**src/opmc_cfg.svh**
```systemverilog
// offsets, field positions, reset values and timing counts
`ifndef OPMC_CFG_SVH
`define OPMC_CFG_SVH

// ==========================================================
// clock and timing
`define OPMC_CLK_MHZ 25
`define OPMC_CNT_W 24
`define OPMC_LATENCY_US 500
`define OPMC_LATENCY_CYC (`OPMC_LATENCY_US * `OPMC_CLK_MHZ)
`define OPMC_SETUP_US 1
`define OPMC_SETUP_CYC (`OPMC_SETUP_US * `OPMC_CLK_MHZ)
`define OPMC_MODE0_STX_MAX_MS 1
`define OPMC_MODE0_STX_MAX_CYC (`OPMC_MODE0_STX_MAX_MS * 1000 * `OPMC_CLK_MHZ)
`define OPMC_RATE_HZ 250
`define OPMC_RATE_CYC ((`OPMC_CLK_MHZ * 1000000) / `OPMC_RATE_HZ)
`define OPMC_RETRIES 3

// ==========================================================
// register offsets
`define OPMC_OFS_CTRL 8'h00
`define OPMC_OFS_PERIOD 8'h04
`define OPMC_OFS_WIDTH 8'h08
`define OPMC_OFS_STATUS 8'h0c
`define OPMC_OFS_RESULT 8'h10

// ==========================================================
// control fields
`define OPMC_CTRL_EN 0
`define OPMC_CTRL_MODE_LO 1
`define OPMC_CTRL_MODE_HI 3
`define OPMC_CTRL_START 4
`define OPMC_CTRL_CONT 5

// ==========================================================
// status fields
`define OPMC_ST_READY 0
`define OPMC_ST_BUSY 1
`define OPMC_ST_VALID 2
`define OPMC_ST_NEAR 3
`define OPMC_ST_NOPULSE 4
`define OPMC_ST_BADMODE 5
`define OPMC_ST_SHUT 6
`define OPMC_ST_MODE_LO 8
`define OPMC_ST_MODE_HI 10

`endif

```
**src/opmc_pkg.sv**
```systemverilog
// types shared by the proximity mode controller
`include "opmc_cfg.svh"
package opmc_pkg;
    typedef enum logic [2:0] {
        PROX_HIGH_CURRENT_MODE = 3'h0,
        OFFSET_CALIBRATION_MODE = 3'h1,
        PROX_LOW_CURRENT_MODE = 3'h2,
        PROX_LOW_CURRENT_HIGH_REFLECT_MODE = 3'h3,
        VIS_IR_AMBIENT_LOW_MODE = 3'h4,
        VISIBLE_AMBIENT_MODE = 3'h5,
        VIS_IR_AMBIENT_HIGH_MODE = 3'h6,
        RESERVED_MODE = 3'h7
    } opmc_mode_e;

    typedef enum logic [2:0] {
        ST_SHUT, ST_SETUP, ST_LATCH, ST_WARM, ST_IDLE, ST_STROBE, ST_GAP
    } opmc_state_e;

    typedef logic [`OPMC_CNT_W-1:0] opmc_cnt_t;

    typedef struct packed {
        logic s1;
        logic s2;
        logic s3;
        logic out;
    } opmc_sync_s;

    typedef struct packed {
        opmc_cnt_t cnt;
        logic lowSeen;
        logic ended;
    } opmc_meter_s;

    typedef struct packed {
        opmc_state_e state;
        logic scPin;
        logic mdPin;
        logic stxPin;
        logic enable;
        logic cont;
        logic startPend;
        logic retryPend;
        logic meterClr;
        logic [2:0] modeReq;
        logic [2:0] mode;
        opmc_cnt_t tmr;
        opmc_cnt_t perTmr;
        opmc_cnt_t periodReg;
        opmc_cnt_t widthReg;
        opmc_cnt_t result;
        logic resValid;
        logic near;
        logic noPulse;
        logic badMode;
        logic [1:0] retries;
        logic [31:0] rdata;
    } opmc_ctrl_s;
endpackage

```
**src/opmc_ctrl.sv**
```systemverilog
// host controller for the optical proximity sensor pins
`timescale 1ns/1ps
`include "opmc_cfg.svh"
// Behaviour
// - mode and strobe pins driven valid always
// - pins captured at falling edge, then static
// - shutdown/clock stays low while mode active
// - each measurement starts with strobe rise
// - strobe held low through power-up wait
// - missing pulse retried by toggling strobe
// - dropping strobe aborts the cycle early
// - pulse low at strobe fall means near
// - strobe repetition sets measurement rate
// - mode zero strobe limited to 1 ms
module opmc_ctrl #(
    parameter int AW = 8,
    parameter int unsigned LATENCY_CYC = `OPMC_LATENCY_CYC,
    parameter int unsigned STX_MAX_CYC = `OPMC_MODE0_STX_MAX_CYC,
    parameter int unsigned PERIOD_RST = `OPMC_RATE_CYC,
    parameter int unsigned RETRIES = `OPMC_RETRIES
) (
    input wire logic core_clk,
    input wire logic rst_n,
    input wire logic [AW-1:0] busAddr,
    input wire logic [31:0] busWdata,
    input wire logic busWr,
    input wire logic busRd,
    output logic [31:0] busRdata,
    output logic shutdownClockPin,
    output logic modeSelectPin,
    output logic strobeTransmitPin,
    input wire logic pulseWidthOutput
);
    import opmc_pkg::*;

    localparam opmc_cnt_t SETUP = opmc_cnt_t'(`OPMC_SETUP_CYC);
    localparam opmc_cnt_t LATENCY = opmc_cnt_t'(LATENCY_CYC);
    localparam opmc_cnt_t STXMAX = opmc_cnt_t'(STX_MAX_CYC);
    localparam logic [1:0] RETRY_MAX = 2'(RETRIES);

    opmc_ctrl_s st_ff;
    opmc_ctrl_s nxt_st;
    logic pulseSync;
    opmc_cnt_t meterWidth;
    logic meterLow;
    logic meterEnded;

    // ==========================================================
    // helpers

    // saturating decrement of a timer
    function automatic opmc_cnt_t dec(input opmc_cnt_t v);
        dec = (v == '0) ? '0 : v - opmc_cnt_t'(1);
    endfunction

    // strobe window for the active mode, never zero
    function automatic opmc_cnt_t effWidth(input logic [2:0] m,
                                           input opmc_cnt_t w);
        effWidth = (w == '0) ? opmc_cnt_t'(1) : w;
        if (m == PROX_HIGH_CURRENT_MODE && effWidth > STXMAX) begin
            effWidth = STXMAX;
        end
    endfunction

    // raise strobe and arm the meter for a new cycle
    function automatic opmc_ctrl_s startStrobe(input opmc_ctrl_s s);
        startStrobe = s;
        startStrobe.state = ST_STROBE;
        startStrobe.stxPin = 1'b1;
        startStrobe.tmr = effWidth(s.mode, s.widthReg);
        startStrobe.perTmr = s.periodReg;
        startStrobe.meterClr = 1'b1;
    endfunction

    // status word
    function automatic logic [31:0] statusWord(input opmc_ctrl_s s);
        statusWord = '0;
        statusWord[`OPMC_ST_READY] = (s.state == ST_IDLE);
        statusWord[`OPMC_ST_BUSY] = (s.state == ST_STROBE);
        statusWord[`OPMC_ST_VALID] = s.resValid;
        statusWord[`OPMC_ST_NEAR] = s.near;
        statusWord[`OPMC_ST_NOPULSE] = s.noPulse;
        statusWord[`OPMC_ST_BADMODE] = s.badMode;
        statusWord[`OPMC_ST_SHUT] = s.scPin;
        statusWord[`OPMC_ST_MODE_HI:`OPMC_ST_MODE_LO] = s.mode;
    endfunction

    // ==========================================================
    // pulse input path

    // pin from the sensor, no clock relation
    opmc_sync #(
        .RST_VAL(1'b1)
    ) u_sync (
        .core_clk(core_clk),
        .rst_n(rst_n),
        .pinIn(pulseWidthOutput),
        .pinOut(pulseSync)
    );

    // low-time measurement while strobe is high
    opmc_meter u_meter (
        .core_clk(core_clk),
        .rst_n(rst_n),
        .clear(st_ff.meterClr),
        .armed(st_ff.stxPin),
        .pulseIn(pulseSync),
        .width(meterWidth),
        .lowSeen(meterLow),
        .ended(meterEnded)
    );

    // ==========================================================
    // next state

    // bus access, sequencer, then start requests
    always_comb begin
        nxt_st = st_ff;
        nxt_st.meterClr = 1'b0;
        nxt_st.rdata = '0;
        nxt_st.perTmr = dec(st_ff.perTmr);

        // register writes and flag clears, before hardware sets
        if (busWr) begin
            unique case (busAddr)
                AW'(`OPMC_OFS_CTRL): begin
                    nxt_st.enable = busWdata[`OPMC_CTRL_EN];
                    nxt_st.cont = busWdata[`OPMC_CTRL_CONT];
                    if (busWdata[`OPMC_CTRL_MODE_HI:`OPMC_CTRL_MODE_LO]
                        == RESERVED_MODE) begin
                        nxt_st.badMode = 1'b1;
                    end else begin
                        nxt_st.modeReq =
                            busWdata[`OPMC_CTRL_MODE_HI:`OPMC_CTRL_MODE_LO];
                    end
                end
                AW'(`OPMC_OFS_PERIOD): begin
                    nxt_st.periodReg = busWdata[`OPMC_CNT_W-1:0];
                end
                AW'(`OPMC_OFS_WIDTH): begin
                    nxt_st.widthReg = busWdata[`OPMC_CNT_W-1:0];
                end
                AW'(`OPMC_OFS_STATUS): begin
                    if (busWdata[`OPMC_ST_NOPULSE]) begin
                        nxt_st.noPulse = 1'b0;
                    end
                    if (busWdata[`OPMC_ST_BADMODE]) begin
                        nxt_st.badMode = 1'b0;
                    end
                end
                default: begin
                end
            endcase
        end

        // read data for the next cycle, unmapped reads give zero
        if (busRd) begin
            unique case (busAddr)
                AW'(`OPMC_OFS_CTRL): begin
                    nxt_st.rdata[`OPMC_CTRL_EN] = st_ff.enable;
                    nxt_st.rdata[`OPMC_CTRL_CONT] = st_ff.cont;
                    nxt_st.rdata[`OPMC_CTRL_MODE_HI:`OPMC_CTRL_MODE_LO] =
                        st_ff.modeReq;
                end
                AW'(`OPMC_OFS_PERIOD): begin
                    nxt_st.rdata[`OPMC_CNT_W-1:0] = st_ff.periodReg;
                end
                AW'(`OPMC_OFS_WIDTH): begin
                    nxt_st.rdata[`OPMC_CNT_W-1:0] = st_ff.widthReg;
                end
                AW'(`OPMC_OFS_STATUS): begin
                    nxt_st.rdata = statusWord(st_ff);
                end
                AW'(`OPMC_OFS_RESULT): begin
                    nxt_st.rdata[`OPMC_CNT_W-1:0] = st_ff.result;
                    nxt_st.resValid = 1'b0;
                end
                default: begin
                end
            endcase
        end

        // leave the active mode on disable or a new mode request
        if (st_ff.state != ST_SHUT &&
            (!st_ff.enable || st_ff.modeReq != st_ff.mode)) begin
            nxt_st.state = ST_SHUT;
            nxt_st.scPin = 1'b1;
            nxt_st.mdPin = 1'b0;
            nxt_st.stxPin = 1'b0;
            nxt_st.retryPend = 1'b0;
            nxt_st.tmr = SETUP;
        end else begin
            unique case (st_ff.state)
                // shutdown, shutdown/clock high, mode and strobe parked low, pulse input ignored
                ST_SHUT: begin
                    nxt_st.scPin = 1'b1;
                    nxt_st.mdPin = 1'b0;
                    nxt_st.stxPin = 1'b0;
                    nxt_st.tmr = dec(st_ff.tmr);
                    if (st_ff.enable && st_ff.tmr == '0) begin
                        nxt_st.state = ST_SETUP;
                        nxt_st.mode = st_ff.modeReq;
                        nxt_st.stxPin = st_ff.modeReq[2];
                        nxt_st.mdPin = st_ff.modeReq[1];
                        nxt_st.tmr = SETUP;
                    end
                end
                // latched levels settle before the falling edge
                ST_SETUP: begin
                    nxt_st.tmr = dec(st_ff.tmr);
                    if (st_ff.tmr == '0) begin
                        nxt_st.state = ST_LATCH;
                        nxt_st.scPin = 1'b0;
                        nxt_st.tmr = SETUP;
                    end
                end
                // hold after the edge, then static mode bit
                ST_LATCH: begin
                    nxt_st.tmr = dec(st_ff.tmr);
                    if (st_ff.tmr == '0) begin
                        nxt_st.state = ST_WARM;
                        nxt_st.mdPin = st_ff.mode[0];
                        nxt_st.stxPin = 1'b0;
                        nxt_st.tmr = LATENCY;
                    end
                end
                // power-up wait with strobe low
                ST_WARM: begin
                    nxt_st.tmr = dec(st_ff.tmr);
                    if (st_ff.tmr == '0) begin
                        nxt_st.state = ST_IDLE;
                        nxt_st.retries = '0;
                    end
                end
                // mode active, shutdown/clock kept low
                ST_IDLE: begin
                    nxt_st.scPin = 1'b0;
                    if (st_ff.startPend ||
                        (st_ff.cont && st_ff.perTmr == '0)) begin
                        nxt_st = startStrobe(nxt_st);
                        nxt_st.startPend = 1'b0;
                    end
                end
                // measurement running
                ST_STROBE: begin
                    nxt_st.tmr = dec(st_ff.tmr);
                    if (meterEnded && !st_ff.meterClr) begin // old end flag
                        // pulse rose, LED already off in the sensor
                        nxt_st.stxPin = 1'b0;
                        nxt_st.result = meterWidth;
                        nxt_st.resValid = 1'b1;
                        nxt_st.near = 1'b0;
                        nxt_st.retries = '0;
                        nxt_st.state = ST_GAP;
                        nxt_st.tmr = SETUP;
                    end else if (st_ff.tmr == '0) begin
                        nxt_st.stxPin = 1'b0;
                        nxt_st.near = !pulseSync;
                        nxt_st.state = ST_GAP;
                        nxt_st.tmr = SETUP;
                        if (meterLow) begin
                            nxt_st.result = meterWidth;
                            nxt_st.resValid = 1'b1;
                            nxt_st.retries = '0;
                        end else begin
                            nxt_st.noPulse = 1'b1;
                            if (st_ff.retries != RETRY_MAX) begin
                                nxt_st.retryPend = 1'b1;
                                nxt_st.retries = st_ff.retries + 2'h1;
                            end
                        end
                    end
                end
                // strobe low gap, retry re-raises strobe
                ST_GAP: begin
                    nxt_st.tmr = dec(st_ff.tmr);
                    if (st_ff.tmr == '0) begin
                        if (st_ff.retryPend) begin
                            nxt_st = startStrobe(nxt_st);
                            nxt_st.retryPend = 1'b0;
                        end else begin
                            nxt_st.state = ST_IDLE;
                        end
                    end
                end
            endcase
        end

        // software start request, after the sequencer's clear
        if (busWr && busAddr == AW'(`OPMC_OFS_CTRL) &&
            busWdata[`OPMC_CTRL_START]) begin
            nxt_st.startPend = 1'b1;
        end
    end

    // ==========================================================
    // state register

    // reset parks the sensor in shutdown
    always_ff @(posedge core_clk or negedge rst_n) begin
        if (!rst_n) begin
            st_ff <= '0;
            st_ff.state <= ST_SHUT;
            st_ff.scPin <= 1'b1;
            st_ff.tmr <= SETUP;
            st_ff.periodReg <= opmc_cnt_t'(PERIOD_RST);
            st_ff.widthReg <= STXMAX;
        end else begin
            st_ff <= nxt_st;
        end
    end

    assign busRdata = st_ff.rdata;
    assign shutdownClockPin = st_ff.scPin;
    assign modeSelectPin = st_ff.mdPin;
    assign strobeTransmitPin = st_ff.stxPin;
endmodule

```
**src/opmc_sync.sv**
```systemverilog
// three-stage synchroniser with agreement filter
`timescale 1ns/1ps
module opmc_sync #(
    parameter logic RST_VAL = 1'b1
) (
    input wire logic core_clk,
    input wire logic rst_n,
    input wire logic pinIn,
    output logic pinOut
);
    import opmc_pkg::*;

    opmc_sync_s st_ff;
    opmc_sync_s nxt_st;

    // shift chain, output follows once stages two and three agree
    always_comb begin
        nxt_st = st_ff;
        nxt_st.s1 = pinIn;
        nxt_st.s2 = st_ff.s1;
        nxt_st.s3 = st_ff.s2;
        if (st_ff.s2 == st_ff.s3) begin
            nxt_st.out = st_ff.s3;
        end
    end

    // state register
    always_ff @(posedge core_clk or negedge rst_n) begin
        if (!rst_n) begin
            st_ff <= '{s1: RST_VAL, s2: RST_VAL, s3: RST_VAL, out: RST_VAL};
        end else begin
            st_ff <= nxt_st;
        end
    end

    assign pinOut = st_ff.out;
endmodule

```
**src/opmc_meter.sv**
```systemverilog
// low-time meter for the device pulse output
`timescale 1ns/1ps
`include "opmc_cfg.svh"
module opmc_meter (
    input wire logic core_clk,
    input wire logic rst_n,
    input wire logic clear,
    input wire logic armed,
    input wire logic pulseIn,
    output opmc_pkg::opmc_cnt_t width,
    output logic lowSeen,
    output logic ended
);
    import opmc_pkg::*;

    opmc_meter_s st_ff;
    opmc_meter_s nxt_st;

    // count low cycles while armed, stop at the rising edge
    always_comb begin
        nxt_st = st_ff;
        if (clear) begin
            nxt_st = '0;
        end else if (armed && !st_ff.ended) begin
            if (!pulseIn) begin
                nxt_st.lowSeen = 1'b1;
                if (st_ff.cnt != '1) begin
                    nxt_st.cnt = st_ff.cnt + opmc_cnt_t'(1);
                end
            end else if (st_ff.lowSeen) begin
                nxt_st.ended = 1'b1;
            end
        end
    end

    // state register
    always_ff @(posedge core_clk or negedge rst_n) begin
        if (!rst_n) begin
            st_ff <= '0;
        end else begin
            st_ff <= nxt_st;
        end
    end

    assign width = st_ff.cnt;
    assign lowSeen = st_ff.lowSeen;
    assign ended = st_ff.ended;
endmodule

```
**config.mk**
```make
export PLATFORM = sky130hd
export DESIGN_NAME = opmc_ctrl
export DESIGN_NICKNAME = d
export VERILOG_FILES = /design/src/opmc_pkg.sv /design/src/opmc_ctrl.sv /design/src/opmc_sync.sv /design/src/opmc_meter.sv
export VERILOG_INCLUDE_DIRS = /design/src
export SDC_FILE = /design/constraint.sdc
export NUM_CORES = 1
export LEC_CHECK = 0
export BUFFER_PORTS_ARGS = -buffer_cell sky130_fd_sc_hd__buf_2
export CAP_MARGIN = 20
export CORE_MARGIN = 1.5
export CORE_UTILIZATION = 60
export CTS_CLUSTER_SIZE = 10
export DETAILED_ROUTE_END_ITERATION = 10
export GPL_TIMING_DRIVEN = 0
export PLACE_DENSITY = 0.82
export SLEW_MARGIN = 10
export SYNTH_ARGS = -nofsm -noshare
export SYNTH_HDL_FRONTEND = slang
export SYNTH_SLANG_ARGS = --single-unit
```
**constraint.sdc**
```tcl
create_clock -name core_clk -period 7.1 [get_ports core_clk]
set_clock_uncertainty 0.2 [all_clocks]
set_input_delay 1.065 -clock core_clk [delete_from_list [all_inputs] [get_ports core_clk]]
set_output_delay 1.065 -clock core_clk [all_outputs]
set_load 0.05 [all_outputs]
```
==> results of run 1 <==
==> cell families (layout without fill, tap and decap cells) <==
kind of cell / count (synthesis) / in the layout / share of synthesized area (%)
AND/OR/NAND/NOR: 350 / 350 / 17.60
AO/OA/AOI/OAI: 214 / 214 / 15.02
flip-flops: 197 / 197 / 47.46
buffers and inverters: 96 / 191 / 5.214
multiplexers: 89 / 89 / 9.565
XOR/XNOR: 50 / 50 / 4.195
adder cells (fa/ha/maj): 8 / 8 / 0.9109
other: 1 / 8 / 0.03592
==> how the worst max path moves through the flow <==
stage                  to  slack (ps)  cells past startpoint
2_1_floorplan  st_ff[125]        3880                      9
3_3_place_gp   st_ff[130]        1570                      1
3_5_place_dp   st_ff[147]        3400                      8
4_1_cts        st_ff[147]        3840                      8
5_1_grt        st_ff[135]        3640                     10
6_report       st_ff[135]        3770                     10
==> layer usage <==
metal / vias up / track usage [%] / part of all wire, %
li1: 3863 / - / -
met1: 4274 / 43.04 / 39
met2: 473 / 56.50 / 49
met3: 80 / 5.893 / 7.8
met4: 2 / 13.02 / 3.8
met5: - / 0 / 0.037
==> through the flow <==
| stage | power, mW | hold slack [ps] | cells | area, µm² | worst slack [ps] |
|---|---|---|---|---|---|
| after floorplan | 1.245 | 145.2 | 1012 | 10470 | 3877 |
| after global routing | 2.361 | 166.7 | 1332 | 11730 | 3645 |
| final | 2.305 | 165.7 | 1332 | 11730 | 3766 |
| after global placement | 1.314 | 146.6 | 1298 | 11050 | 1569 |
| after detailed placement | 1.321 | 155.8 | 1300 | 11120 | 3399 |
| after CTS | 2.305 | 165.6 | 1332 | 11730 | 3840 |
==> area by class of cell <==
cell class	instances	share of cell area (%)
sequential	197	42.24
timing repair buffer	63	3.157
inverter	16	0.5120
multi-input combinational	719	42.38
buffer	80	4.128
tap	225	2.400
clock buffer	20	3.808
clock inverter	12	1.376
==> flip-flops by register name, summed over array words and instances (netlist names) <==
name and flops:
shutdownClockPin 1, u_sync.pinOut 1, busRdata 24, modeSelectPin 1, u_meter.lowSeen 1, u_meter.ended 1
st_ff 140, u_meter.width 24, u_sync.st_ff 1, strobeTransmitPin 1, u_sync.nxt_st 2
==> placed cells by master (no fill, tap or decap), types with 31 or more instances in the layout <==
cell type  instances
mux2_2            71
dfrtp_1          177
clkbuf_1          31
nand2_1           77
buf_4             37
o21ai_0           36
buf_2             69
nor2_1            95
a21oi_1           45
==> power groups by stage <==
stage,clock (mW),combinational [mW],sequential [mW]
final,1.00,0.143,1.16
after detailed placement,0,0.139,1.18
after floorplan,0,0.0733,1.17
after global routing,1.05,0.154,1.16
after global placement,0,0.133,1.18
after CTS,1.00,0.141,1.16
==> worst max-delay path: cells and delay by family <==
family / cells / cell delay, ps
and+or+nand+nor: 5 / 1240
AOI/OAI and AO/OA: 2 / 370
buffers and inverters: 3 / 760
==> impl_metrics.env, run 1 <==
export IMPL_outcome="finished clean"
export IMPL_powerDensity_nw_per_um2=196.5
export IMPL_worst_setup_path_startpoint="busAddr[1]"
export IMPL_postCtsSetupBuffers=0
export IMPL_yosys_top_cells_count="177 x dfrtp_1, 95 x nor2_1, 77 x nand2_1"
export IMPL_tns_ps=0
export IMPL_r2r_slack_ps=3820
export IMPL_core_area_um2=17180
export IMPL_clock_power_share_pct=43.4
export IMPL_yosys_area_top_type="dfrtp_1"
export IMPL_grt_usage_pct=33.42
export IMPL_tightestPinTransition_ps=876.4
export IMPL_cts_max_path_buffers=2
export IMPL_cts_root_buf="clkbuf_16"
export IMPL_final_util_pct=68.29
export IMPL_cp_required_ps=7200
export IMPL_synth_avg_cell_area_um2=10.39
export IMPL_wire_per_inst_um=22.11
export IMPL_syn_to_final_growth_pct=12.37
export IMPL_first_global_vias=8395
export IMPL_cp_start_kind="primary input"
export IMPL_crit_type="primary input to register"
export IMPL_cts_buffers=17
export IMPL_die_width_um=134.9
export IMPL_ant_nets=0
export IMPL_rsz0062_at_grt="false"
export IMPL_reg2reg_depth=10
export IMPL_max_stage_delay_ps=410
export IMPL_swShare_pct=24.84
export IMPL_hold_buffers=0
export IMPL_netlist_cell_type_count=87
export IMPL_drt_total_wl_um=29450
export IMPL_antenna_found_initial=1
export IMPL_finalHoldViolations=0
export IMPL_synthFlopType="dfrtp_1"
export IMPL_max_vdd_ir_drop_mv=0.1669
export IMPL_drive_gt1_share_pct=24.30
export IMPL_vias=8692
export IMPL_synth_cells=1005
export IMPL_internal_power_mw=1.732
export IMPL_ys_seq_area_share_pct=47.46
export IMPL_period_needed_ps=3334
export IMPL_clkSlewWorstSetupHoldPaths_ps=70
export IMPL_slew_violations=0
export IMPL_dp_hpwl_um=21390
export IMPL_clk_latency_ps=440
export IMPL_io_buffers=61
export IMPL_leakage_nw=5.084
export IMPL_max_freq_mhz=299.9
export IMPL_grt_pass1_wl_um=46090
export IMPL_hold_depth=0
export IMPL_slowest_stage="nor4b_1"
export IMPL_hold_path_class="register to register"
export IMPL_synthTopCellsByArea="dfrtp_1 42%, mux2_2 7.7%, dfstp_2 5.0%, nor2_1 3.4%, nand2_1 2.8%"
export IMPL_period_share_pct=46.96
export IMPL_start_util_pct=60.77
export IMPL_maxCapViolations=0
export IMPL_crit_chain="buf_2 -> nor4b_1 -> nand4_1 -> clkbuf_1 -> nand4b_1 -> o311a_1 -> nand2_1 -> buf_4 -> nand3_1 -> o221ai_1"
export IMPL_synth_area_um2=10440
export IMPL_r2r_end="st_ff[128]"
export IMPL_cts_resized_gates=0
export IMPL_die_area_um2=18200
export IMPL_ctsHtreeMaxLevel=4
export IMPL_multi_input_area_um2=4971
export IMPL_slew_headroom_pct=41.46
export IMPL_r2r_start="st_ff[110]"
export IMPL_row_count=48
export IMPL_route_detailed_drc=0
export IMPL_die_y_um=134.9
export IMPL_cts_tree="built"
export IMPL_ioPinCount=80
export IMPL_nNetsFinal=1145
export IMPL_seqPwrFrac_pct=50.4
export IMPL_ys_warn_count=0
export IMPL_diodes=0
export IMPL_cp_max_fo=10
export IMPL_synthArstFlopShare_pct=100.0
export IMPL_synth_top_cell_area_share_pct=42.43
export IMPL_grt_max_degree=104
export IMPL_fill_cells=1376
export IMPL_overflow=0
export IMPL_hold_end="u_sync.nxt_st[1]"
export IMPL_place_gp_congestion=0.9436
export IMPL_clock_sinks=197
export IMPL_synth_edf_count=0
export IMPL_first_iter_violations=786
export IMPL_yosysMostFrequentCell="dfrtp_1"
export IMPL_combPwrFrac_pct=6.2
export IMPL_vias_per_cell=6.526
export IMPL_hp_start="u_sync.nxt_st[2]"
export IMPL_cp_end_kind="register"
export IMPL_dr_pass1_iters=8
export IMPL_arrival_ps=3440
export IMPL_switchingPower_mw=0.5724
export IMPL_synth_seq_cells=197
export IMPL_setup_viol=0
export IMPL_regArea_um2=4955
Note: power is estimated with default switching activity, not from simulation.
==> inputs of run 2 (changes only) <==
==> constraint.sdc (replaced) <==
create_clock -name core_clk -period 3.3 [get_ports core_clk]
set_clock_uncertainty 0.2 [all_clocks]
set_input_delay 0.495 -clock core_clk [delete_from_list [all_inputs] [get_ports core_clk]]
set_output_delay 0.495 -clock core_clk [all_outputs]
set_load 0.05 [all_outputs]
==> run 2 against run 1 <==
Sequential power is 120% higher. Core utilization is 0.21 points higher. Critical path type is now register to register. Wire length is 0.40% higher. Non-clock buffer count is 2 higher. Critical path depth is 1 higher. Final area is 0.31% higher.
==> impl_metrics.env, run 2 (synthesis gave the netlist of run 1 again) <==
export IMPL_worst_slack_ps=124.8
export IMPL_outcome="finished clean"
export IMPL_cp_num_buf_inv=3
export IMPL_hold_end="st_ff[109]"
export IMPL_reg2reg_depth=11
export IMPL_place_gp_congestion=0.9436
export IMPL_r2r_slack_ps=120
export IMPL_tightestPinTransition_ps=763.2
export IMPL_rsz0062_at_grt="false"
export IMPL_cp_top_family="simple AND/OR/NAND/NOR gates"
export IMPL_hold_depth=2
export IMPL_post_route_cell_area_um2=11770
export IMPL_clock_sinks=197
export IMPL_grt_max_degree=104
export IMPL_core_area_um2=17180
export IMPL_ctsHtreeMaxLevel=4
export IMPL_cp_max_fo=10
export IMPL_syn_to_final_growth_pct=12.72
export IMPL_period_share_pct=96.22
export IMPL_antenna_found_initial=1
export IMPL_fill_cells=1367
export IMPL_finalHoldViolations=0
export IMPL_die_y_um=134.9
export IMPL_cp_start_kind="register"
export IMPL_maxCapViolations=0
export IMPL_hp_start="busWdata[23]"
export IMPL_clk_latency_ps=440
export IMPL_max_freq_mhz=314.9
export IMPL_cp_required_ps=3470
export IMPL_hold_path_class="primary input to register"
export IMPL_first_global_vias=8393
export IMPL_route_detailed_drc=0
export IMPL_dr_pass1_iters=5
export IMPL_ant_nets=0
export IMPL_dpl_cell_area_um2=11120
export IMPL_setup_viol=0
export IMPL_overflow=0
export IMPL_cts_max_path_buffers=2
export IMPL_ioPinCount=80
export IMPL_max_vdd_ir_drop_mv=0.3591
export IMPL_worst_setup_path_startpoint="st_ff[110]"
export IMPL_die_width_um=134.9
export IMPL_drt_total_wl_um=29570
export IMPL_diodes=0
export IMPL_io_buffers=61
export IMPL_clkSlewWorstSetupHoldPaths_ps=70
export IMPL_first_iter_violations=862
export IMPL_r2r_end="st_ff[144]"
export IMPL_grt_usage_pct=33.45
export IMPL_drive_gt1_share_pct=24.35
export IMPL_slew_headroom_pct=48.81
export IMPL_die_area_um2=18200
export IMPL_largest_register_ffs=140
export IMPL_wire_per_inst_um=22.16
export IMPL_vias=8725
export IMPL_nNetsFinal=1147
export IMPL_postCtsSetupBuffers=0
export IMPL_cts_tree="built"
export IMPL_vias_per_cell=6.540
export IMPL_max_flop_register="st_ff"
export IMPL_dp_worst_setup_slack_ps=88.55
export IMPL_row_count=48
export IMPL_crit_type="register to register"
export IMPL_crit_chain="inv_1 -> ha_1 -> or4b_1 -> nor4_4 -> a21oi_2 -> o22ai_4 -> and2_1 -> buf_6 -> buf_8 -> nand3_1 -> o21ai_2"
export IMPL_mostFrequentLayoutCells="177 x dfrtp_1, 95 x nor2_1, 77 x nand2_1"
export IMPL_cts_buffers=17
export IMPL_cts_root_buf="clkbuf_16"
export IMPL_slowest_stage="nor4_4"
export IMPL_r2r_start="st_ff[110]"
export IMPL_arrival_ps=3340
export IMPL_cp_end_kind="register"
export IMPL_layout_commonest_cell="dfrtp_1"
export IMPL_leakage_nw=5.095
export IMPL_slew_violations=0
export IMPL_start_util_pct=60.77
export IMPL_period_needed_ps=3175
export IMPL_max_stage_delay_ps=550
export IMPL_powerDensity_nw_per_um2=421.8
export IMPL_grt_pass1_wl_um=46130
export IMPL_dp_hpwl_um=21390
-- run 2: cell type report --
cell class | instances | area, µm² | area share (%)
inverters | 16 | 60.06 | 0.5104
clock inverters | 12 | 161.4 | 1.372
multi-input cells | 719 | 4984 | 42.35
clock buffers | 20 | 446.7 | 3.796
flip-flops and latches | 197 | 4955 | 42.11
repair buffers | 65 | 390.4 | 3.318
well taps | 225 | 281.5 | 2.393
plain buffers | 80 | 488.0 | 4.147
-- run 2: layer usage --
metal,vias up,routed length [µm],GRT usage (%)
met2,443,14450,56.50
met4,2,1179,13.02
li1,3867,-,-
met1,4326,11880,43.11
met3,87,2050,5.893
met5,-,11,0
-- run 2: worst reg2reg max path: stages, from the launching register on --
cell	delay (ps)
dfrtp_1	400
inv_1	100
ha_1	140
or4b_1	500
nor4_4	550
a21oi_2	190
o22ai_4	330
and2_1	200
buf_6	140
buf_8	140
nand3_1	140
o21ai_2	80
-- run 2: how the worst max path moves through the flow --
stage,to,slack [ps],cells after the start
5_1_grt,st_ff[114],10,8
4_1_cts,st_ff[128],60,10
2_1_floorplan,st_ff[125],650,9
3_3_place_gp,st_ff[130],-1660,1
6_report,st_ff[144],120,11
3_5_place_dp,st_ff[128],90,10
-- run 2: stage by stage --
step	std cells	utilization, %	setup TNS [ps]	hold WS (ps)	power, mW
final	1334	68.50	0	132.1	4.963
after global routing	1334	68.50	0	143.0	5.083
after CTS	1334	68.38	0	131.7	4.961
after floorplan	1012	-	0	-0.5910	2.679
after detailed placement	1300	64.72	0	143.9	2.842
after global placement	1298	64.34	-300350	146.6	2.827
-- run 2: where the power goes --
group / switching, mW / internal (mW) / leakage [nW]
clock network: 0.984 / 1.17 / 0.294
registers: 0.0436 / 2.46 / 2.47
logic: 0.207 / 0.103 / 2.33
total: 1.23 / 3.73 / 5.10
-- run 2: what timing repair did --
action	CTS	global route
setup endpoints to repair	0	14
hold buffers	2	0
resized for setup	0	4
endpoints found under the hold margin	22	0
